### src/isp_params.svh
// Constants for the expansion bus slave port and its host end
// ==========================================
// Behaviour
// - Address cycle when AEN low, DMA high
// - Separate low strobes, device drives data on reads
// - DMA request high, floatable; acknowledge low
// - Five interrupt outputs, drive or float
// - Interrupt pins b..e reusable as outputs 3..6
// - Ack c as input 3, request c as input 2
// - Volume buttons low active, or inputs 4,6,5
// - Autoconfig logic enabled by enable input high
// - Board routes interrupts to 9,5,7,10,11
// - Board routes DMA pairs to channels 0,1,3
// - Expansion serial pins float when undocked
// - Channel one: legacy/extended, record or playback
// - Channel two playback, mappable to 0,1,3
// - Software should prefer channel one on 1
// - Timing reference is 14.31818 MHz
// - Reset held while bus reset high
// - Request pin drives on channel match, activation
// - Interrupt pin drives when mapped source active
`ifndef ISP_PARAMS_SVH
`define ISP_PARAMS_SVH
`define ISP_ADDR_W 12
`define ISP_DATA_W 8
`define ISP_NUM_IRQ 5
`define ISP_NUM_DMA 3
`define ISP_REF_KHZ 14318
`define ISP_CLK_MHZ 20
`define ISP_CH_A 2'h0
`define ISP_CH_B 2'h1
`define ISP_CH_C 2'h3
`define ISP_CH_PREF 2'h1
`define ISP_SYNC_STAGES 2
`define ISP_BASE_DEF 12'h220
`define ISP_WIN_MASK 12'hFF0
`define ISP_REG_CTRL 4'h0
`define ISP_REG_STAT 4'h1
`define ISP_REG_GPO 4'h2
`define ISP_REG_GPI 4'h3
`define ISP_REG_DATA 4'h4
`define ISP_CTRL_RST 8'h00
`define ISP_FLOAT_RD 8'hFF
`endif

### src/isp_pkg.sv
// Types for the two ends of the expansion bus port: host end states, device end channel numbers
package isp_pkg;
   typedef enum {HS_IDLE, HS_SETUP, HS_STROBE, HS_HOLD} isp_host_st_t;
   typedef logic [1:0] isp_chan_t;
endpackage

### src/isp_bus_if.sv
// Interface joining the bus host and the device port
`timescale 1ns/1ps
`include "isp_params.svh"
interface isp_bus_if;
   logic [`ISP_ADDR_W-1:0] addr;
   logic addrEnable;
   logic io_read_strobe_n;
   logic io_write_strobe_n;
   logic [`ISP_DATA_W-1:0] hostData;
   logic [`ISP_DATA_W-1:0] devData;
   logic devDataOe;
   logic [`ISP_NUM_IRQ-1:0] intOut;
   logic [`ISP_NUM_IRQ-1:0] intOe;
   logic [`ISP_NUM_DMA-1:0] dmaReq;
   logic [`ISP_NUM_DMA-1:0] dmaReqOe;
   logic [`ISP_NUM_DMA-1:0] dmaAckN;
   logic busReset;
   modport device (input addr, addrEnable, io_read_strobe_n, io_write_strobe_n, hostData,
      dmaAckN, busReset, output devData, devDataOe, intOut, intOe, dmaReq, dmaReqOe);
   modport host (output addr, addrEnable, io_read_strobe_n, io_write_strobe_n, hostData,
      dmaAckN, busReset, input devData, devDataOe, intOut, intOe, dmaReq, dmaReqOe);
endinterface

### src/isp_device_end.sv
// Device end: I/O decode, DMA and interrupt pin drive, pin sharing
`timescale 1ns/1ps
`include "isp_params.svh"
module isp_device_end
   import isp_pkg::*;
#(
   parameter logic [`ISP_ADDR_W-1:0] BASE = `ISP_BASE_DEF
) (
   // Clock (14.31818 MHz reference derived clock)
   input wire logic mclk,
   // Bus
   isp_bus_if.device bus,
   // Audio DMA sources and their mapping
   input wire logic dma1Req,
   input wire logic dma2Req,
   input wire isp_chan_t dma1Chan,
   input wire isp_chan_t dma2Chan,
   input wire logic audioActive,
   output logic dma1Ack,
   output logic dma2Ack,
   // Interrupt sources and pin mapping, one-hot per source
   input wire logic [3:0] intSrc,
   input wire logic [3:0][`ISP_NUM_IRQ-1:0] intMap,
   input wire logic [3:0] srcActive,
   // Shared pins
   input wire logic mute_n,
   input wire logic hw_quieter_n,
   input wire logic hw_louder_n,
   output logic [4:0] volBtn,
   output logic [6:2] gpIn,
   // Configuration and expansion serial
   input wire logic autoconfig_enable,
   output logic autoconfigOn,
   input wire logic docked,
   input wire logic expClkDrv,
   input wire logic expDatDrv,
   input wire logic expDatOeReq,
   input wire logic exp_serial_dat_in,
   output logic exp_serial_clk_sync,
   output logic exp_serial_clk_sync_oe,
   output logic exp_serial_dat,
   output logic exp_serial_dat_oe,
   output logic expDatIn
);
   logic rst;
   logic [2:0] rdS_q, wrS_q, rdS_d, wrS_d;
   logic [`ISP_NUM_DMA-1:0] ak0_q, ak1_q, akP_q, ak0_d, ak1_d, akP_d;
   logic [7:0] ctrl_q, ctrl_d, gpo_q, gpo_d, data_q, data_d, rd_q, rd_d;
   logic oe_q, oe_d;
   logic hit, rdEdge, wrEdge;
   logic [3:0] regIdx;
   logic [`ISP_NUM_DMA-1:0] reqPin, reqOe, ackLow;
   isp_chan_t pinChan [`ISP_NUM_DMA];
   logic [`ISP_NUM_IRQ-1:0] irqLvl, irqAct, gpoSel;

   assign rst = bus.busReset;
   assign pinChan[0] = `ISP_CH_A;
   assign pinChan[1] = `ISP_CH_B;
   assign pinChan[2] = `ISP_CH_C;
   // Control: [0] channel two on, [1] channel one playback, [2] ack c as input,
   // [3] request c as input, [7:4] interrupt pins b..e as outputs
   assign gpoSel = {ctrl_q[7:4], 1'b0};

   // ==========================================
   // Synchronisers; the first stage feeds only the second
   always_comb begin
      rdS_d = {rdS_q[1:0], bus.io_read_strobe_n};
      wrS_d = {wrS_q[1:0], bus.io_write_strobe_n};
      ak0_d = bus.dmaAckN;
      ak1_d = ak0_q;
      akP_d = ak1_q;
   end

   always_ff @(posedge mclk) begin
      if (rst) begin
         rdS_q <= 3'h7;
         wrS_q <= 3'h7;
         ak0_q <= '1;
         ak1_q <= '1;
         akP_q <= '1;
      end else begin
         rdS_q <= rdS_d;
         wrS_q <= wrS_d;
         ak0_q <= ak0_d;
         ak1_q <= ak1_d;
         akP_q <= akP_d;
      end
   end

   // ==========================================
   // I/O decode; a strobe edge acts once per cycle
   assign hit = !bus.addrEnable && ((bus.addr & `ISP_WIN_MASK) == BASE);
   assign regIdx = bus.addr[3:0];
   // Edges use stages two and three only; stage one may still be settling
   assign rdEdge = rdS_q[2] && !rdS_q[1];
   assign wrEdge = wrS_q[2] && !wrS_q[1];
   assign ackLow = ~ak1_q & ~akP_q & {`ISP_NUM_DMA{bus.addrEnable}};

   always_comb begin
      ctrl_d = ctrl_q;
      gpo_d = gpo_q;
      data_d = data_q;
      rd_d = rd_q;
      // Drive data only while the read strobe is low and decoded
      oe_d = hit && !rdS_q[1];
      if (hit && wrEdge) begin
         if (regIdx == `ISP_REG_CTRL) begin
            ctrl_d = bus.hostData;
         end else if (regIdx == `ISP_REG_GPO) begin
            gpo_d = bus.hostData;
         end else if (regIdx == `ISP_REG_DATA) begin
            data_d = bus.hostData;
         end
      end
      if (hit && rdEdge) begin
         if (regIdx == `ISP_REG_CTRL) begin
            rd_d = ctrl_q;
         end else if (regIdx == `ISP_REG_STAT) begin
            rd_d = {docked, autoconfig_enable, 1'b0, intSrc, dma1Req};
         end else if (regIdx == `ISP_REG_GPO) begin
            rd_d = gpo_q;
         end else if (regIdx == `ISP_REG_GPI) begin
            rd_d = {1'b0, gpIn, 2'h0};
         end else if (regIdx == `ISP_REG_DATA) begin
            rd_d = data_q;
         end else begin
            rd_d = 8'h00;
         end
      end
   end

   always_ff @(posedge mclk) begin
      if (rst) begin
         ctrl_q <= `ISP_CTRL_RST;
         gpo_q <= 8'h00;
         data_q <= 8'h00;
         rd_q <= 8'h00;
         oe_q <= 1'b0;
      end else begin
         ctrl_q <= ctrl_d;
         gpo_q <= gpo_d;
         data_q <= data_d;
         rd_q <= rd_d;
         oe_q <= oe_d;
      end
   end

   // ==========================================
   // DMA pins: drive where a source's channel matches and it is active
   // Channel one may run either direction; the core owns that choice
   always_comb begin
      for (int i = 0; i < `ISP_NUM_DMA; i++) begin
         reqOe[i] = audioActive && (dma1Chan == pinChan[i] ||
            (ctrl_q[0] && dma2Chan == pinChan[i]));
         reqPin[i] = (dma1Chan == pinChan[i] && dma1Req) ||
            (ctrl_q[0] && dma2Chan == pinChan[i] && dma2Req);
      end
      if (ctrl_q[3]) begin
         reqOe[2] = 1'b0;
      end
   end
   assign bus.dmaReq = reqPin;
   assign bus.dmaReqOe = reqOe;
   assign dma1Ack = audioActive && (ackLow[0] && dma1Chan == pinChan[0] ||
      ackLow[1] && dma1Chan == pinChan[1] ||
      ackLow[2] && !ctrl_q[2] && dma1Chan == pinChan[2]);
   assign dma2Ack = audioActive && ctrl_q[0] && (ackLow[0] && dma2Chan == pinChan[0] ||
      ackLow[1] && dma2Chan == pinChan[1] ||
      ackLow[2] && !ctrl_q[2] && dma2Chan == pinChan[2]);

   // ==========================================
   // Interrupt pins: OR of mapped sources, driven if any is active
   always_comb begin
      irqLvl = '0;
      irqAct = '0;
      for (int s = 0; s < 4; s++) begin
         irqLvl = irqLvl | (intMap[s] & {`ISP_NUM_IRQ{intSrc[s]}});
         irqAct = irqAct | (intMap[s] & {`ISP_NUM_IRQ{srcActive[s]}});
      end
   end
   // A pin used as output drives its register bit instead
   assign bus.intOut = (irqLvl & ~gpoSel) | ({gpo_q[6:3], 1'b0} & gpoSel);
   assign bus.intOe = (irqAct & ~gpoSel) | gpoSel;
   assign bus.devData = rd_q;
   assign bus.devDataOe = oe_q;

   // ==========================================
   // Shared inputs; pull-ups are in the pad, levels pass through to gpIn and are inverted on volBtn
   assign volBtn = {3'h0, 2'h0} | {2'h0, ~mute_n, ~hw_quieter_n, ~hw_louder_n};
   assign gpIn = {hw_quieter_n, hw_louder_n, mute_n,
      ctrl_q[2] ? bus.dmaAckN[2] : 1'b1,
      ctrl_q[3] ? bus.dmaReq[2] : 1'b0};
   assign autoconfigOn = autoconfig_enable;

   // Expansion serial pins float while undocked
   assign exp_serial_clk_sync = expClkDrv;
   assign exp_serial_clk_sync_oe = docked;
   assign exp_serial_dat = expDatDrv;
   assign exp_serial_dat_oe = docked && expDatOeReq;
   assign expDatIn = exp_serial_dat_in;
endmodule

### src/flat_wrapper.sv
// flat-port wrapper written by rule: the top's interface ports become plain ports
module isp_device_end_flat import isp_pkg::*;
#(
   parameter logic [`ISP_ADDR_W-1:0] BASE = `ISP_BASE_DEF
)
  (mclk, dma1Req, dma2Req, dma1Chan, dma2Chan, audioActive, dma1Ack, dma2Ack, intSrc, intMap, srcActive, mute_n, hw_quieter_n, hw_louder_n, volBtn, gpIn, autoconfig_enable, autoconfigOn, docked, expClkDrv, expDatDrv, expDatOeReq, exp_serial_dat_in, exp_serial_clk_sync, exp_serial_clk_sync_oe, exp_serial_dat, exp_serial_dat_oe, expDatIn, bus_addr, bus_addrEnable, bus_io_read_strobe_n, bus_io_write_strobe_n, bus_hostData, bus_dmaAckN, bus_busReset, bus_devData, bus_devDataOe, bus_intOut, bus_intOe, bus_dmaReq, bus_dmaReqOe);
  isp_bus_if bus_i ();
  input wire logic mclk;
  input wire logic dma1Req;
  input wire logic dma2Req;
  input wire isp_chan_t dma1Chan;
  input wire isp_chan_t dma2Chan;
  input wire logic audioActive;
  output logic dma1Ack;
  output logic dma2Ack;
  input wire logic [3:0] intSrc;
  input wire logic [3:0][`ISP_NUM_IRQ-1:0] intMap;
  input wire logic [3:0] srcActive;
  input wire logic mute_n;
  input wire logic hw_quieter_n;
  input wire logic hw_louder_n;
  output logic [4:0] volBtn;
  output logic [6:2] gpIn;
  input wire logic autoconfig_enable;
  output logic autoconfigOn;
  input wire logic docked;
  input wire logic expClkDrv;
  input wire logic expDatDrv;
  input wire logic expDatOeReq;
  input wire logic exp_serial_dat_in;
  output logic exp_serial_clk_sync;
  output logic exp_serial_clk_sync_oe;
  output logic exp_serial_dat;
  output logic exp_serial_dat_oe;
  output logic expDatIn;
  input wire logic [$bits(bus_i.addr)-1:0] bus_addr;
  input wire logic [$bits(bus_i.addrEnable)-1:0] bus_addrEnable;
  input wire logic [$bits(bus_i.io_read_strobe_n)-1:0] bus_io_read_strobe_n;
  input wire logic [$bits(bus_i.io_write_strobe_n)-1:0] bus_io_write_strobe_n;
  input wire logic [$bits(bus_i.hostData)-1:0] bus_hostData;
  input wire logic [$bits(bus_i.dmaAckN)-1:0] bus_dmaAckN;
  input wire logic [$bits(bus_i.busReset)-1:0] bus_busReset;
  output wire logic [$bits(bus_i.devData)-1:0] bus_devData;
  output wire logic [$bits(bus_i.devDataOe)-1:0] bus_devDataOe;
  output wire logic [$bits(bus_i.intOut)-1:0] bus_intOut;
  output wire logic [$bits(bus_i.intOe)-1:0] bus_intOe;
  output wire logic [$bits(bus_i.dmaReq)-1:0] bus_dmaReq;
  output wire logic [$bits(bus_i.dmaReqOe)-1:0] bus_dmaReqOe;
  assign bus_i.addr = bus_addr;
  assign bus_i.addrEnable = bus_addrEnable;
  assign bus_i.io_read_strobe_n = bus_io_read_strobe_n;
  assign bus_i.io_write_strobe_n = bus_io_write_strobe_n;
  assign bus_i.hostData = bus_hostData;
  assign bus_i.dmaAckN = bus_dmaAckN;
  assign bus_i.busReset = bus_busReset;
  assign bus_devData = bus_i.devData;
  assign bus_devDataOe = bus_i.devDataOe;
  assign bus_intOut = bus_i.intOut;
  assign bus_intOe = bus_i.intOe;
  assign bus_dmaReq = bus_i.dmaReq;
  assign bus_dmaReqOe = bus_i.dmaReqOe;
  isp_device_end #(.BASE(BASE)) u_core (.mclk(mclk), .bus(bus_i), .dma1Req(dma1Req), .dma2Req(dma2Req), .dma1Chan(dma1Chan), .dma2Chan(dma2Chan), .audioActive(audioActive), .dma1Ack(dma1Ack), .dma2Ack(dma2Ack), .intSrc(intSrc), .intMap(intMap), .srcActive(srcActive), .mute_n(mute_n), .hw_quieter_n(hw_quieter_n), .hw_louder_n(hw_louder_n), .volBtn(volBtn), .gpIn(gpIn), .autoconfig_enable(autoconfig_enable), .autoconfigOn(autoconfigOn), .docked(docked), .expClkDrv(expClkDrv), .expDatDrv(expDatDrv), .expDatOeReq(expDatOeReq), .exp_serial_dat_in(exp_serial_dat_in), .exp_serial_clk_sync(exp_serial_clk_sync), .exp_serial_clk_sync_oe(exp_serial_clk_sync_oe), .exp_serial_dat(exp_serial_dat), .exp_serial_dat_oe(exp_serial_dat_oe), .expDatIn(expDatIn));
endmodule
### config.mk
export PLATFORM = sky130hd
export DESIGN_NAME = isp_device_end_flat
export DESIGN_NICKNAME = d
export VERILOG_FILES = /design/src/isp_pkg.sv /design/src/isp_bus_if.sv /design/src/isp_device_end.sv /design/src/flat_wrapper.sv
export VERILOG_INCLUDE_DIRS = /design/src
export SDC_FILE = /design/constraint.sdc
export NUM_CORES = 1
export LEC_CHECK = 0
export BUFFER_PORTS_ARGS = -buffer_cell sky130_fd_sc_hd__buf_2
export CORE_MARGIN = 10
export CORE_UTILIZATION = 48
export DETAILED_ROUTE_END_ITERATION = 12
export MAX_ROUTING_LAYER = met4
export PLACE_DENSITY = 0.81
export SYNTH_ARGS = -nofsm -noshare
export SYNTH_HDL_FRONTEND = slang
export SYNTH_SLANG_ARGS = --single-unit
### constraint.sdc
create_clock -name mclk -period 2 [get_ports mclk]
set_input_delay 0.2 -clock mclk [delete_from_list [all_inputs] [get_ports mclk]]
set_output_delay 0.2 -clock mclk [all_outputs]
set_load 0.05 [all_outputs]
==> impl_metrics.tcl <==
set metrics [dict create \
    slowest_stage "or3b_2" \
    grt_max_degree 56 \
    cp.required_ns 1.80 \
    skew_ns 0.003606 \
    vias 2603 \
    post_drt_wl_per_cell_microns 16.58 \
    synth.distinct_cells 41 \
    cp-end-kind "primary output" \
    critical_path.max_fanout 2 \
    syn_inst 313 \
    viasPerCell 5.434 \
    netlist_area_sq_um 2649 \
    startpoint_type "flip-flop" \
    place_hpwl_microns 6232 \
    place_congestion 0.8839 \
    grt_pass1_vias 2665 \
    yosys.area.top_type "dfxtp_1" \
    fillCellCount 462 \
    synth.yosys.seq_area_share_pct 36.28 \
    drt-total-wl_microns 7944 \
    synth_edf_count 0 \
    clock_latency_ns 0.30 \
    dieArea_sq_um 8890 \
    hp-class "primary input to flip-flop" \
    crit_arrival_ns 1.69 \
    fin_ws_ns 0.1051 \
    finalMaxSlewViolations 0 \
    syn_avg_cell_area_sq_um 8.463 \
    tightest_slew_ns 0.7209 \
    powerDensity_nw_per_um2 663.3 \
    ant_nets 0 \
    grt_overflow 0 \
    coreArea_sq_um 5238 \
    leakagePower_nw 1.507 \
    cts.htree.levels 2 \
    route.detailed.drc 0 \
    antenna_found_initial 0 \
    yosys-top-cells-area "dfxtp_1 (36%), nand2b_1 (9.7%), mux2i_1 (9.4%)" \
    final_nets 480 \
    cts.sinks 48 \
    grt.total_usage_pct 18.05 \
    drive_above_1_share_pct 36.92 \
    min_from "bus_io_read_strobe_n" \
    peakVddDrop_v 0.0004288 \
    clockRootBuffer "clkbuf_8" \
    synth.top_cell.area_share_pct 36.28 \
    finalSetupTns_ns 0 \
    reg2reg_from "u_core.wrS_q[1]$_SDFF_PP1_" \
    clock_path_buffers 2 \
    crit_type "flip-flop to primary output" \
    async_flop_share_pct 0 \
    hold_violations 0 \
    crit_chain "nor2_1, a21oi_1, or3b_2, a21boi_1, buf_2" \
    layout_commonest_cell "buf_2" \
    numCtsBuffers 5 \
    num_antenna_cells 0 \
    layout_common_cells "buf_2 (106), dfxtp_1 (48), nand2b_1 (41)" \
    startpoint "u_core.akP_q[1]$_SDFF_PP1_" \
    cts_tree "yes" \
    ys_ff_latch 48 \
    clk_pin_slew_ns 0.09 \
    period_share_pct 94.75 \
    setup_violations 0 \
    outcome "completed" \
    rsz0062_at_grt "no" \
    dieHeight_microns 94.29 \
    dr.pass1.iters 8 \
    area_growth_pct 26.45 \
    io_pins 115 \
    ys.flop_type "dfxtp_1" \
    max_freq_mhz 527.7 \
    max_stage_delay_ns 0.43 \
    start_util_pct 50.57 \
    slew_headroom_pct 51.94 \
    die_x_microns 94.29 \
    cap_violations 0 \
    finalCriticalPeriod_ns 1.895 \
    rows 26 \
    dp_slack_ns 0.02044 \
    post_cts_buffers 0 \
    grt_pass1_wl_microns 12740 \
    yosysWarnings 0 \
    place.port_buffers 106 \
    drtIter0Drc 311 \
]
==> cell families (layout without fill, tap and decap cells) <==
logic type             after synthesis  count (layout)  share of synthesized area (%)
other                                1               2                         0.1416
AOI/OAI and AO/OA                   69              69                          17.76
and+or+nand+nor                    121             121                          26.26
DFF                                 48              48                          36.28
muxes                               30              30                          11.57
buffers and inverters               44             139                          7.983
==> per-layer routing <==
layer / part of all wire, % / wire length, microns / global-route usage (%)
met5: 0 / 0 / -
met4: 2.1 / 165 / 7.089
met3: 7.7 / 609 / 3.757
met2: 50 / 3979 / 29.81
met1: 40 / 3188 / 20.83
==> worst max-delay path: cells and delay by family, from the launching register on <==
family	cells	cell delay [ns]
AND/OR/NAND/NOR	2	0.59
flip-flops	1	0.31
AO/OA/AOI/OAI	2	0.21
buffers and inverters	1	0.27
==> timing repair <==
action | in CTS | in global routing
hold buffers | 0 | 0
gates resized for setup | 0 | 1
endpoints found under the hold margin | 0 | 0
setup endpoints to repair | 0 | 1
==> power breakdown <==
part	total, mW	internal [mW]	leakage [nW]	switching [mW]
clock network	0.846	0.503	0.0687	0.343
logic	0.405	0.139	1.05	0.266
registers	0.970	0.967	0.390	0.00357
==> registers in the layout, summed over array words and instances, names as in the netlist <==
register              flops
u_core.ak1_q              3
u_core.data_q             8
u_core.wrS_q              3
u_core.gpo_q              8
u_core.ctrl_q             8
u_core.bus.devData        8
u_core.ak0_q              3
u_core.rdS_q              3
u_core.akP_q              3
u_core.bus.devDataOe      1
==> metrics by stage <==
stage                     std cells  util, %  total power, mW  hold WS [ns]  area [sq um]
after floorplan                 314        -            1.278        0.3038          2653
after global placement          471    61.20            1.388        0.3830          3206
after detailed placement        471    61.20            1.395        0.3836          3206
after CTS                       479    63.83            2.225       0.06037          3343
after global routing            479    63.95            2.300       0.05885          3349
final                           479    63.95            2.222       0.06531          3349
==> layout make-up <==
class / count / area [sq um] / area share, %
inverter: 16 / 60.06 / 1.793
sequential: 48 / 960.9 / 28.69
timing repair buffer: 115 / 610.6 / 18.23
clock inverter: 3 / 68.82 / 2.055
clock buffer: 5 / 68.82 / 2.055
multi-input combinational: 222 / 1493 / 44.56
tap: 70 / 87.58 / 2.615
==> Yosys cell counts, drive strengths merged (5+ instances only) <==
cell,number
a211oi,5
a21oi,21
a221o,6
a22oi,12
buf,13
clkbuf,15
dfxtp,48
inv,16
mux2,5
mux2i,25
nand2,22
nand2b,41
nor2,12
o21ai,9
or2,17
==> path summary, 6_finish.rpt <==
kind / endpoint / slack [ns] / depth (start not counted)
min: u_core.rdS_q[0]$_SDFF_PP1_ / 0.07 / 2
min reg2reg: u_core.ak1_q[2]$_SDFF_PP1_ / 0.42 / 1
max reg2reg: u_core.gpo_q[3]$_SDFFE_PP0P_ / 0.42 / 6
max: dma1Ack / 0.11 / 5
Note: power is estimated with default switching activity, not from simulation.
